`src/hdl/fsi_pkg.sv`:
```
// Summary of operation
// - Status and information bits latch when set
// - Read clears bit; persisting alarms stay set
// - Write refreshes read-back only at one positions
// - Synchronizer status is live, read-only, unlatched
// - Status bits interrupt only when mask enables
// - Mask bit 0 masks, 1 enables
// - Alarm change of state in either direction interrupts
// - Reading alarm bit releases its interrupt
// - Event interrupts; reading its bit releases it
// - Periodic events interrupt repeatedly while present
// - Once-type events interrupt on first detection only
// - Pattern detect rearms after pattern stops
// - Unused addresses read as zero
// - Summary bit 2n status one, +1 two
// - Gain monitor level in bits 7 and 6
// - Jitter limit trip flag at bit 5
// - Elastic store full bit 4, empty bit 3
// - CRC resync criteria flag at bit 2
// - Frame alignment resync criteria flag at bit 1
// - Signaling multiframe resync flag at bit 0
// - Sync counter bits 5..2,0 at 7..3
// - Search active flags at bits 2,1,0
// - Counter counts timeouts, clears on sync, rolls over
package fsi_pkg;

	localparam int          NUM_PORTS      = 4;
	localparam int          CRC_CNT_W      = 6;
	localparam logic [7:0]  ADDR_RX_INFO   = 8'h08;
	localparam logic [7:0]  ADDR_SYNC_STAT = 8'h09;
	localparam logic [7:0]  ADDR_STAT_ONE  = 8'h0a;
	localparam logic [7:0]  ADDR_STAT_TWO  = 8'h0b;
	localparam logic [7:0]  ADDR_SUM_LO    = 8'h0c;
	localparam logic [7:0]  ADDR_SUM_HI    = 8'h0e;
	localparam logic [7:0]  ADDR_MASK_ONE  = 8'h18;
	localparam logic [7:0]  ADDR_MASK_TWO  = 8'h19;
	// Interrupt behaviour of each status bit
	localparam logic [7:0]  ONE_ALARM      = 8'h0f;
	localparam logic [7:0]  ONE_ONCE       = 8'he0;
	localparam logic [7:0]  ONE_REPEAT     = 8'h10;
	localparam logic [7:0]  TWO_ONCE       = 8'h05;
	localparam logic [7:0]  TWO_REPEAT     = 8'hfa;
	localparam logic [7:0]  RST_BYTE       = 8'h00;
	localparam logic [CRC_CNT_W-1:0] RST_COUNT = 6'h00;

	typedef logic [NUM_PORTS-1:0][7:0] fsi_bytes_t;

	typedef struct packed {
		fsi_bytes_t lat1;
		fsi_bytes_t lat2;
		fsi_bytes_t latr;
		fsi_bytes_t rb1;
		fsi_bytes_t rb2;
		fsi_bytes_t rbr;
		fsi_bytes_t pm1;
		fsi_bytes_t pm2;
		fsi_bytes_t pmr;
		fsi_bytes_t pend1;
		fsi_bytes_t pend2;
		fsi_bytes_t irq_mask_one;
		fsi_bytes_t irq_mask_two;
		fsi_bytes_t prev1;
		fsi_bytes_t prev2;
		logic [7:0] rdata;
		logic       irq_n;
	} fsi_state_t;

	typedef struct packed {
		logic [CRC_CNT_W-1:0] count;
	} fsi_cnt_state_t;

endpackage : fsi_pkg

```
`src/hdl/fsi_crc_sync_count.sv`:
```
`timescale 1ns/1ps
module fsi_crc_sync_count
(
	input  wire logic                          core_clk,
	input  wire logic                          nrst,
	input  wire logic                          crc4_enable,
	input  wire logic                          crc_mf_synced,
	input  wire logic                          crc_mf_timeout,
	output logic      [fsi_pkg::CRC_CNT_W-1:0] count
);
	import fsi_pkg::*;

	fsi_cnt_state_t st_r;
	fsi_cnt_state_t st_nxt;

	always_comb
	begin
		st_nxt = st_r;
		if (!crc4_enable || crc_mf_synced)
			st_nxt.count = RST_COUNT;
		else if (crc_mf_timeout)
			st_nxt.count = st_r.count + 6'h01;
	end

	always_ff @(posedge core_clk)
	begin
		if (!nrst)
			st_r <= '{count: RST_COUNT};
		else
			st_r <= st_nxt;
	end

	assign count = st_r.count;

	chk_count_clear: assert property (@(posedge core_clk) disable iff (!nrst)
		(!crc4_enable || crc_mf_synced) |=> (count == RST_COUNT))
		else $error("sync counter not cleared");

	chk_count_step: assert property (@(posedge core_clk) disable iff (!nrst)
		(crc4_enable && !crc_mf_synced && crc_mf_timeout)
		|=> (count == $past(count) + 6'h01))
		else $error("sync counter did not step or roll over");

endmodule : fsi_crc_sync_count

```
`src/hdl/fsi_top.sv`:
```
`timescale 1ns/1ps
module fsi_top
(
	input  wire logic                                      core_clk,
	input  wire logic                                      nrst,
	input  wire logic [1:0]                                host_port_sel,
	input  wire logic [7:0]                                host_addr,
	input  wire logic                                      host_wr,
	input  wire logic                                      host_rd,
	input  wire logic [7:0]                                host_wdata,
	output logic      [7:0]                                host_rdata,
	output logic                                           irq_n,
	input  wire logic [fsi_pkg::NUM_PORTS-1:0][7:0]        event_status_one_in,
	input  wire logic [fsi_pkg::NUM_PORTS-1:0][7:0]        event_status_two_in,
	input  wire logic [fsi_pkg::NUM_PORTS-1:0][1:0]        gain_monitor_in,
	input  wire logic [fsi_pkg::NUM_PORTS-1:0]             jitter_fifo_limit_trip,
	input  wire logic [fsi_pkg::NUM_PORTS-1:0]             elastic_store_full,
	input  wire logic [fsi_pkg::NUM_PORTS-1:0]             elastic_store_empty,
	input  wire logic [fsi_pkg::NUM_PORTS-1:0]             crc_resync_criteria,
	input  wire logic [fsi_pkg::NUM_PORTS-1:0]             frame_align_resync_criteria,
	input  wire logic [fsi_pkg::NUM_PORTS-1:0]             signaling_mf_resync_criteria,
	input  wire logic [fsi_pkg::NUM_PORTS-1:0]             frame_align_search_active,
	input  wire logic [fsi_pkg::NUM_PORTS-1:0]             signaling_mf_search_active,
	input  wire logic [fsi_pkg::NUM_PORTS-1:0]             crc_mf_search_active,
	input  wire logic [fsi_pkg::NUM_PORTS-1:0]             crc4_enable,
	input  wire logic [fsi_pkg::NUM_PORTS-1:0]             crc_mf_synced,
	input  wire logic [fsi_pkg::NUM_PORTS-1:0]             crc_mf_timeout
);
	import fsi_pkg::*;

	fsi_state_t                          st_r;
	fsi_state_t                          st_nxt;
	logic [NUM_PORTS-1:0][CRC_CNT_W-1:0] sync_count;
	fsi_bytes_t                          rx_info_in;
	fsi_bytes_t                          sync_stat;
	logic [7:0]                          summary;

	// Latch: clear reported positions, but a new set wins
	function automatic logic [7:0] latch_upd(input logic [7:0] lat,
		input logic [7:0] clr, input logic [7:0] set);
		latch_upd = (lat & ~clr) | set;
	endfunction : latch_upd

	// Read-back refresh: only positions written as one take fresh status
	function automatic logic [7:0] refresh(input logic [7:0] rb,
		input logic [7:0] lat, input logic [7:0] wmask);
		refresh = (lat & wmask) | (rb & ~wmask);
	endfunction : refresh

	// Interrupt sources: alarms on any change, once-type on rising edge, repeat on level
	function automatic logic [7:0] irq_set(input logic [7:0] now, input logic [7:0] prev,
		input logic [7:0] alarm, input logic [7:0] once, input logic [7:0] rep);
		irq_set = (alarm & (now ^ prev)) | (once & now & ~prev) | (rep & now);
	endfunction : irq_set

	// Summary byte: port n status one at bit 2n, status two at 2n+1
	function automatic logic [7:0] sum_of(input fsi_bytes_t p1, input fsi_bytes_t p2,
		input fsi_bytes_t m1, input fsi_bytes_t m2);
		logic [7:0] s;
		s = RST_BYTE;
		for (int n = 0; n < NUM_PORTS; n++)
		begin
			s[2*n]   = |(p1[n] & m1[n]);
			s[2*n+1] = |(p2[n] & m2[n]);
		end
		sum_of = s;
	endfunction : sum_of

	for (genvar g = 0; g < NUM_PORTS; g++)
	begin : g_port
		fsi_crc_sync_count u_sync_count
		(
			.core_clk       (core_clk),
			.nrst           (nrst),
			.crc4_enable    (crc4_enable[g]),
			.crc_mf_synced  (crc_mf_synced[g]),
			.crc_mf_timeout (crc_mf_timeout[g]),
			.count          (sync_count[g])
		);

		assign rx_info_in[g] = {gain_monitor_in[g],
			jitter_fifo_limit_trip[g],
			elastic_store_full[g], elastic_store_empty[g],
			crc_resync_criteria[g],
			frame_align_resync_criteria[g],
			signaling_mf_resync_criteria[g]};

		// Counter bit 1 is not visible
		assign sync_stat[g] = {sync_count[g][5:2], sync_count[g][0],
			frame_align_search_active[g],
			signaling_mf_search_active[g], crc_mf_search_active[g]};
	end

	assign summary = sum_of(st_r.pend1, st_r.pend2, st_r.irq_mask_one, st_r.irq_mask_two);

	always_comb
	begin
		logic [7:0] clr1;
		logic [7:0] clr2;
		logic [7:0] clrr;
		clr1 = RST_BYTE;
		clr2 = RST_BYTE;
		clrr = RST_BYTE;
		st_nxt = st_r;
		for (int p = 0; p < NUM_PORTS; p++)
		begin
			clr1 = RST_BYTE;
			clr2 = RST_BYTE;
			clrr = RST_BYTE;
			if (host_rd && (host_port_sel == p[1:0]))
			begin
				// A read clears whatever the last mask write exposed
				if (host_addr == ADDR_STAT_ONE)
					clr1 = st_r.pm1[p];
				else if (host_addr == ADDR_STAT_TWO)
					clr2 = st_r.pm2[p];
				else if (host_addr == ADDR_RX_INFO)
					clrr = st_r.pmr[p];
			end
			// Persisting inputs keep their latch set, as a set in the clearing cycle wins
			st_nxt.lat1[p] = latch_upd(st_r.lat1[p], clr1, event_status_one_in[p]);
			st_nxt.lat2[p] = latch_upd(st_r.lat2[p], clr2, event_status_two_in[p]);
			st_nxt.latr[p] = latch_upd(st_r.latr[p], clrr, rx_info_in[p]);
			st_nxt.pm1[p] = st_r.pm1[p] & ~clr1;
			st_nxt.pm2[p] = st_r.pm2[p] & ~clr2;
			st_nxt.pmr[p] = st_r.pmr[p] & ~clrr;
			st_nxt.pend1[p] = latch_upd(st_r.pend1[p], clr1,
				irq_set(event_status_one_in[p], st_r.prev1[p],
					ONE_ALARM, ONE_ONCE, ONE_REPEAT));
			st_nxt.pend2[p] = latch_upd(st_r.pend2[p], clr2,
				irq_set(event_status_two_in[p], st_r.prev2[p],
					RST_BYTE, TWO_ONCE, TWO_REPEAT));
			st_nxt.prev1[p] = event_status_one_in[p];
			st_nxt.prev2[p] = event_status_two_in[p];
			if (host_wr && (host_port_sel == p[1:0]))
			begin
				if (host_addr == ADDR_STAT_ONE)
				begin
					st_nxt.rb1[p] = refresh(st_r.rb1[p], st_r.lat1[p], host_wdata);
					st_nxt.pm1[p] = host_wdata;
				end
				else if (host_addr == ADDR_STAT_TWO)
				begin
					st_nxt.rb2[p] = refresh(st_r.rb2[p], st_r.lat2[p], host_wdata);
					st_nxt.pm2[p] = host_wdata;
				end
				else if (host_addr == ADDR_RX_INFO)
				begin
					st_nxt.rbr[p] = refresh(st_r.rbr[p], st_r.latr[p], host_wdata);
					st_nxt.pmr[p] = host_wdata;
				end
				else if (host_addr == ADDR_MASK_ONE)
					st_nxt.irq_mask_one[p] = host_wdata;
				else if (host_addr == ADDR_MASK_TWO)
					st_nxt.irq_mask_two[p] = host_wdata;
			end
		end
		if (host_rd)
		begin
			if (host_addr == ADDR_STAT_ONE)
				st_nxt.rdata = st_r.rb1[host_port_sel];
			else if (host_addr == ADDR_STAT_TWO)
				st_nxt.rdata = st_r.rb2[host_port_sel];
			else if (host_addr == ADDR_RX_INFO)
				st_nxt.rdata = st_r.rbr[host_port_sel];
			else if (host_addr == ADDR_SYNC_STAT)
				st_nxt.rdata = sync_stat[host_port_sel];
			else if ((host_addr >= ADDR_SUM_LO) && (host_addr <= ADDR_SUM_HI))
				st_nxt.rdata = summary;
			else if (host_addr == ADDR_MASK_ONE)
				st_nxt.rdata = st_r.irq_mask_one[host_port_sel];
			else if (host_addr == ADDR_MASK_TWO)
				st_nxt.rdata = st_r.irq_mask_two[host_port_sel];
			else
				st_nxt.rdata = RST_BYTE;
		end
		// Shared pin low while any enabled source is pending in any port
		st_nxt.irq_n = ~|sum_of(st_nxt.pend1, st_nxt.pend2,
			st_nxt.irq_mask_one, st_nxt.irq_mask_two);
	end

	always_ff @(posedge core_clk)
	begin
		if (!nrst)
		begin
			st_r       <= '0;
			st_r.irq_n <= 1'b1;
		end
		else
			st_r <= st_nxt;
	end

	assign host_rdata = st_r.rdata;
	assign irq_n      = st_r.irq_n;

	chk_irq_summary: assert property (@(posedge core_clk) disable iff (!nrst)
		irq_n == ~|summary)
		else $error("interrupt pin disagrees with pending sources");

	chk_mask_gates: assert property (@(posedge core_clk) disable iff (!nrst)
		(st_r.irq_mask_one[0] == RST_BYTE) |-> !summary[0])
		else $error("masked source reached summary");

	chk_alarm_change: assert property (@(posedge core_clk) disable iff (!nrst)
		(event_status_one_in[0][0] != st_r.prev1[0][0]) |=> st_r.pend1[0][0])
		else $error("alarm change did not raise interrupt");

	chk_alarm_stays: assert property (@(posedge core_clk) disable iff (!nrst)
		event_status_one_in[0][0] |=> st_r.lat1[0][0])
		else $error("persisting alarm bit not held");

	chk_repeat_evt: assert property (@(posedge core_clk) disable iff (!nrst)
		event_status_two_in[3][4] |=> st_r.pend2[3][4])
		else $error("repeating event did not raise interrupt");

	chk_once_evt: assert property (@(posedge core_clk) disable iff (!nrst)
		(st_r.prev2[1][0] && event_status_two_in[1][0] && !st_r.pend2[1][0])
		|=> !st_r.pend2[1][0])
		else $error("once-type event fired again");

	chk_read_release: assert property (@(posedge core_clk) disable iff (!nrst)
		(host_rd && host_port_sel == 2'h1 && host_addr == ADDR_STAT_TWO
		&& st_r.pm2[1][5] && !event_status_two_in[1][5]) |=> !st_r.pend2[1][5])
		else $error("read did not release event interrupt");

	chk_alarm_release: assert property (@(posedge core_clk) disable iff (!nrst)
		(host_rd && host_port_sel == 2'h0 && host_addr == ADDR_STAT_ONE && st_r.pm1[0][0]
		&& (event_status_one_in[0][0] == st_r.prev1[0][0])) |=> !st_r.pend1[0][0])
		else $error("read did not release alarm interrupt");

	chk_write_hold: assert property (@(posedge core_clk) disable iff (!nrst)
		(host_wr && host_port_sel == 2'h0 && host_addr == ADDR_STAT_ONE && !host_wdata[0])
		|=> (st_r.rb1[0][0] == $past(st_r.rb1[0][0])))
		else $error("zero mask position changed read-back");

	chk_sync_live: assert property (@(posedge core_clk) disable iff (!nrst)
		(host_rd && host_addr == ADDR_SYNC_STAT)
		|=> (host_rdata == $past(sync_stat[host_port_sel])))
		else $error("synchronizer status not returned live");

	chk_summary_rd: assert property (@(posedge core_clk) disable iff (!nrst)
		(host_rd && host_addr == ADDR_SUM_LO) ##1 1'b1 |-> (host_rdata == $past(summary)))
		else $error("summary byte not returned");

endmodule : fsi_top

```
`config.mk`:
```
export PLATFORM = sky130hd
export DESIGN_NAME = fsi_top
export DESIGN_NICKNAME = d
export VERILOG_FILES = /design/src/hdl/fsi_pkg.sv /design/src/hdl/fsi_crc_sync_count.sv /design/src/hdl/fsi_top.sv
export SDC_FILE = /design/constraint.sdc
export NUM_CORES = 1
export LEC_CHECK = 0
export BUFFER_PORTS_ARGS = -buffer_cell sky130_fd_sc_hd__buf_2
export CORE_MARGIN = 3
export CORE_UTILIZATION = 30
export DETAILED_ROUTE_END_ITERATION = 6
export GPL_ROUTABILITY_DRIVEN = 1
export PLACE_DENSITY = 0.46
export SLEW_MARGIN = 25
export SYNTH_ARGS = -nofsm -noshare
export SYNTH_HDL_FRONTEND = slang
export SYNTH_SLANG_ARGS = --single-unit
```
`constraint.sdc`:
```
create_clock -name core_clk -period 5.12 [get_ports core_clk]
set_input_delay 0.768 -clock core_clk [delete_from_list [all_inputs] [get_ports core_clk]]
set_output_delay 0.768 -clock core_clk [all_outputs]
set_load 0.05 [all_outputs]
```
==> Yosys cells after proc, flatten, opt, wreduce, memory -nomap -nowiden <==
Index checks and enable logic that the tools add are counted.
{ "word_totals": {"regBits": 513, "latch_bits": 0, "mem_bits_rw": 0, "romBits": 0, "input_bits": 142, "word_cells": 413, "memories": 0} }
{ "classes": {"n_addsub": 4, "mul": 0, "div": 0, "order_cmp": 3, "eq_ne": 9, "shifts": 0, "mux": 135, "bitwise": 152, "n_reduce_logical": 44} }
{ "ops": {"columns": ["op", "n"], "rows": [
  ["2-to-1 mux 8 bit", 129],
  ["bitwise AND 8 bit", 76],
  ["OR 8 bit", 36],
  ["inverter 8 bit", 21],
  ["binary-select mux 8 bit (select 2 bit)", 6],
  ["OR reduction 64 bit", 1],
  ["OR reduction 8 bit", 8],
  ["bitwise AND 3 x 8 -> 8 bit", 4],
  ["== test 8 x 4 -> 1 bit (second input constant)", 4],
  ["OR 4 x 8 -> 8 bit", 4],
  ["OR 8 x 5 -> 8 bit", 4],
  ["adder 6 x 1 -> 6 bit (second input constant)", 4],
  ["== test 8 x 5 -> 1 bit (second input constant)", 2],
  ["AND reduction 4 bit", 4],
  ["XOR 4 bit", 4],
  ["AND reduction 3 bit", 4],
  ["logical AND 1 bit", 9],
  [">= comparator 8 x 4 -> 1 bit (second input constant)", 1],
  ["less-or-equal comparator 8 x 4 -> 1 bit (second input constant)", 1],
  ["AND reduction 2 bit", 4],
  ["OR reduction 2 bit", 4],
  ["logical NOT 1 bit", 5],
  ["== test 2 bit (second input constant)", 2],
  ["logical OR 1 bit", 4],
  ["4 further kinds", 6]
]} }

==> Longest topological paths before layout <==
{ "depth": {"word_depth": 11, "depth_mapped": 11, "ltp_nobuf": 7} }

==> Modules after synthesis <==
Synthesis repeated with hierarchy kept, for this count alone.
{ "hier_totals": {"cells_unflattened": 2181, "area_unflattened_um2": 19444.9} }
{ "by_module_without_submodules": {"columns": ["module", "instances", "cells_each", "area_per_inst_um2", "seq_area_each_um2"], "rows": [
  ["fsi_top", 1, 2081, 18459.0, 9228.9],
  ["fsi_crc_sync_count", 4, 25, 246.5, 120.1]
]} }

==> Worst setup path before layout <==
No wires, ideal clock.
{ "synth_path": {"path_type": "in2reg", "from": "in host_addr[0]", "to": "reg, netlist name irq_n", "setup_ns": 0.096, "arrival_ns": 3.411, "required_time_ns": 5.024, "setup_slack_ns": 1.613, "path_stages": 9, "path_buffers": 2, "cell_sequence": "buf_6 > or4b_1 > buf_2 > and2_4 > mux2_2 > a22o_1 > or4_1 > or4_1 > o41ai_2"} }
{ "synth_via": {"elab_chain_len": 10} }
{ "synth_lines": {"columns": ["element", "line", "rtl"], "rows": [
  ["start, declared", "fsi_top.sv:7", "input wire logic [7:0] host_addr,"],
  ["== test 8 x 5 -> 1 bit / == test 8 x 4 -> 1 bit (equally long branches)", "fsi_top.sv:154, fsi_top.sv:115, fsi_top.sv:142", null],
  ["2-to-1 mux 8 bit (on tied branches)", "fsi_top.sv:154, fsi_top.sv:115", null],
  ["2-to-1 mux 8 bit (on tied branches)", "fsi_top.sv:152, fsi_top.sv:113", null],
  ["2-to-1 mux 8 bit (on tied branches)", "fsi_top.sv:147, fsi_top.sv:110", null],
  ["2-to-1 mux 8 bit / inverter 8 bit (equally long branches)", "fsi_top.sv:142, fsi_top.sv:41", null],
  ["2-to-1 mux 8 bit / bitwise AND 8 bit (equally long branches)", "fsi_top.sv:137, fsi_top.sv:41", null],
  ["2-to-1 mux 8 bit / OR 8 bit (equally long branches)", "fsi_top.sv:135, fsi_top.sv:41", null],
  ["bitwise AND 8 bit", "fsi_top.sv:64", "s[2*n+1] = |(p2[n] & m2[n]);"],
  ["OR reduction 64 bit *", "fsi_top.sv:178", "st_nxt.irq_n = ~|sum_of(st_nxt.pend1, st_nxt.pend2,"],
  ["logical NOT 1 bit *", "fsi_top.sv:178", null]
]} }
Mark *: on every way between the ends. The rest lies on a longest branch, timed or not.
A chain may end at the register's enable or synchronous reset.

==> Worst setup path after layout <==
{ "layout_path": {"from": "in host_addr[3]", "to": "reg, netlist name irq_n"} }
{ "layout_via": {"elab_chain_len": 10} }
{ "layout_lines": {"columns": ["element", "line"], "rows": [
  ["== test 8 x 5 -> 1 bit / == test 8 x 4 -> 1 bit (equally long branches)", "fsi_top.sv:154, fsi_top.sv:115, fsi_top.sv:142"],
  ["2-to-1 mux 8 bit (on tied branches)", "fsi_top.sv:154, fsi_top.sv:115"],
  ["2-to-1 mux 8 bit (on tied branches)", "fsi_top.sv:152, fsi_top.sv:113"],
  ["2-to-1 mux 8 bit (on tied branches)", "fsi_top.sv:147, fsi_top.sv:110"],
  ["2-to-1 mux 8 bit / inverter 8 bit (equally long branches)", "fsi_top.sv:142, fsi_top.sv:41"],
  ["2-to-1 mux 8 bit / bitwise AND 8 bit (equally long branches)", "fsi_top.sv:137, fsi_top.sv:41"],
  ["2-to-1 mux 8 bit / OR 8 bit (equally long branches)", "fsi_top.sv:135, fsi_top.sv:41"],
  ["bitwise AND 8 bit", "fsi_top.sv:64"],
  ["OR reduction 64 bit *", "fsi_top.sv:178"],
  ["logical NOT 1 bit *", "fsi_top.sv:178"]
]} }
Marked as above.

==> metrics.cfg <==
[clocking]
hold_buffers=0
clock-sinks=485
clock_path_buffers=3
cts_tree=built
post-cts-setup-buffer-count=0
cts_root_buf=clkbuf_16
post_cts_resize_count=0
cts_buffers=55
htreeDepth=2
clock_latency_ps=610
cts.clk_slew.worst_paths_ps=60

[sta]
max_freq_ghz=0.270
slew_viol_final=0
rsz0062_at_grt=false
period_share=0.723
finalHoldViolCount=0
whs_ps=387
skew_ps=22.3
worstMarginPinSlew_ps=1070
setup_violations=0
tns_ps=0
period_needed_ps=3700
max_slew_margin=0.280

[synth]
synth_edf_count=0
netlist_area_um2=20300
synth_nets=2310
synth_ff_type=dfxtp_1
syn_inst=2164
yosysMostFrequentCell=dfxtp_1
synthArstFlopShare=0
synth_top_area_share=0.478
ys_warn_count=0
seq_area_frac_synth=0.478
ys_seq_elements=485
synth.distinct_cells=59
synth_area_leaders=dfxtp_1 48%, nor2b_1 6.5%, a21boi_0 5.8%
synth_commonest_cells=485 x dfxtp_1, 301 x nand2_1, 212 x nor2b_1
yosysTopAreaCell=dfxtp_1
syn_avg_cell_area_um2=9.39

[drt]
drc=0
totalWireLength_um=78100
drt_iter0_markers=1496
num_vias=16800
routed_via_density=5.30
routedWlPerCell_um=24.6
final_antenna_net_count=0
drt_first_pass_iters=5

[die]
die_x_um=266
io_pins=151
die_h_um=266
dieArea_um2=70900
floorplan.initialDensity=0.306
rows=94
coreArea_um2=66500

[power_and_ir_drop]
combPwrFrac=0.063
p_clk_frac=0.468
powerDensity_nw_per_um2=357
leakage_nw=8.79
seqPwrFrac=0.468
p_int_w=0.00643
worst_ir_drop_vdd_mv=0.276
p_sw_w=0.00203
swShare=0.240

[worst_setup_path]
critPathArrivalTime_ps=4210
end_kind=flop
path_cells=buf_2 > nor4bb_2 > nand3_1 > mux2_2 > a22o_1 > or4_1 > or4_1 > o41ai_2
cp-start-kind=input port
crit_path_top_delay_cell=nor4bb_2
max_stage_delay_ps=660
cp_max_fo=8
path_buf_inv=1
crit_family=simple AND/OR/NAND/NOR gates
worst-setup-path-type=in2reg
crit_top_cell=or4_1
cp.required_ps=5630

[place]
port_buffers=150
dpl.hpwl_um=57400
place_congestion=0.909
placedCellCount=3070

[final_layout]
layoutNonFillerInstCount=3175
multi_input_area_um2=10100
drive_above_1_share=0.157
nNetsFinal=2409
layout-area-overhead-vs-synth_pct=16.8
regArea_um2=9710
fill_cells=6691

[outcome]
status=complete, no violations

[global_route]
grt_max_degree=181
grt.overflow.total=0
first_global_vias=16400
grtUsageTotal=0.216
antenna_found_initial=8
grt_pass1_wl_um=113000

[hold_path]
hold_class=in2reg

[run]
cap_viol_max_count=0

-- cell type report --
| type | count | share of cell area |
|---|---|---|
| clock buffer | 90 | 0.0729 |
| antenna | 2 | 0.000211 |
| multi-input combinational | 1534 | 0.424 |
| tap | 864 | 0.0456 |
| sequential | 485 | 0.409 |
| clock inverter | 13 | 0.00380 |
| timing repair buffer | 179 | 0.0429 |
| inverter | 8 | 0.00127 |
-- per-layer routing --
layer	track usage	wire length, µm	vias up
li1	-	-	7808
met3	0.0405	5130	109
met5	0	55	-
met2	0.349	35700	533
met1	0.298	35600	8381
met4	0.0532	1690	8
-- power by group through the flow --
stage                     Sequential (W)  Combinational (W)  Clock [W]
after detailed placement         0.00405           0.000540          0
after floorplan                  0.00401           0.000309          0
final                            0.00396           0.000537    0.00396
after global placement           0.00404           0.000534          0
after CTS                        0.00396           0.000542    0.00405
after global routing             0.00397           0.000580    0.00420
-- cell usage in the layout, fill, tap and decap left out, types with 8 or more instances in the layout --
master       n
buf_4       27
a31oi_1     15
a22o_1      24
a21o_1      19
nor2b_1    212
mux4_2      48
clkbuf_8    18
buf_2      148
clkbuf_1    15
nand2_1    301
a22oi_1     26
nor2_1      69
a21boi_0   157
xor2_1      28
a21oi_1    170
clkbuf_16   57
o21ai_0     42
and2_1     101
nand3b_1     9
mux2_2      30
mux2i_1     47
clkinv_2    12
inv_1        8
nand4_1     59
dfxtp_1    485
nand3_1     79
-- cells by family after synthesis --
kind of cell / after synthesis / synth area share
compound gates: 504 / 0.163
mux: 126 / 0.0935
simple gates: 868 / 0.220
buf+inv: 145 / 0.0293
xor+xnor: 32 / 0.0138
fa+ha+maj: 4 / 0.00246
flops: 485 / 0.478
-- worst register-to-register path: stages (launching register included) --
cell     delay [ps]
dfxtp_1         330
nand4_1         100
a21oi_1         290
o22ai_1         190
or4_1           580
or4_1           540
o41ai_2         340
-- metrics by stage --
stage | area, µm² | worst slack [ps] | power [W] | utilization
6_report | 23700 | 1420 | 0.00846 | 0.357
5_1_grt | 23700 | 1330 | 0.00875 | 0.357
3_3_place_gp | 21900 | 985 | 0.00458 | 0.330
2_1_floorplan | 20300 | 1610 | 0.00432 | -
3_5_place_dp | 21900 | 903 | 0.00459 | 0.330
4_1_cts | 23700 | 1540 | 0.00856 | 0.357
-- worst paths after layout --
| path | start | to | slack [ps] | depth (start not counted) |
|---|---|---|---|---|
| setup / recovery | host_addr[3] | irq_n$_SDFF_PN1_ | 1420 | 8 |
| hold / removal | event_status_one_in[15] | st_r[56]$_SDFF_PN0_ | 390 | 2 |
| setup reg to reg | flop | irq_n$_SDFF_PN1_ | 2670 | 6 |
| hold reg to reg | st_r[419]$_SDFF_PN0_ | flop | 460 | 2 |
(Power assumes the default switching activity.)
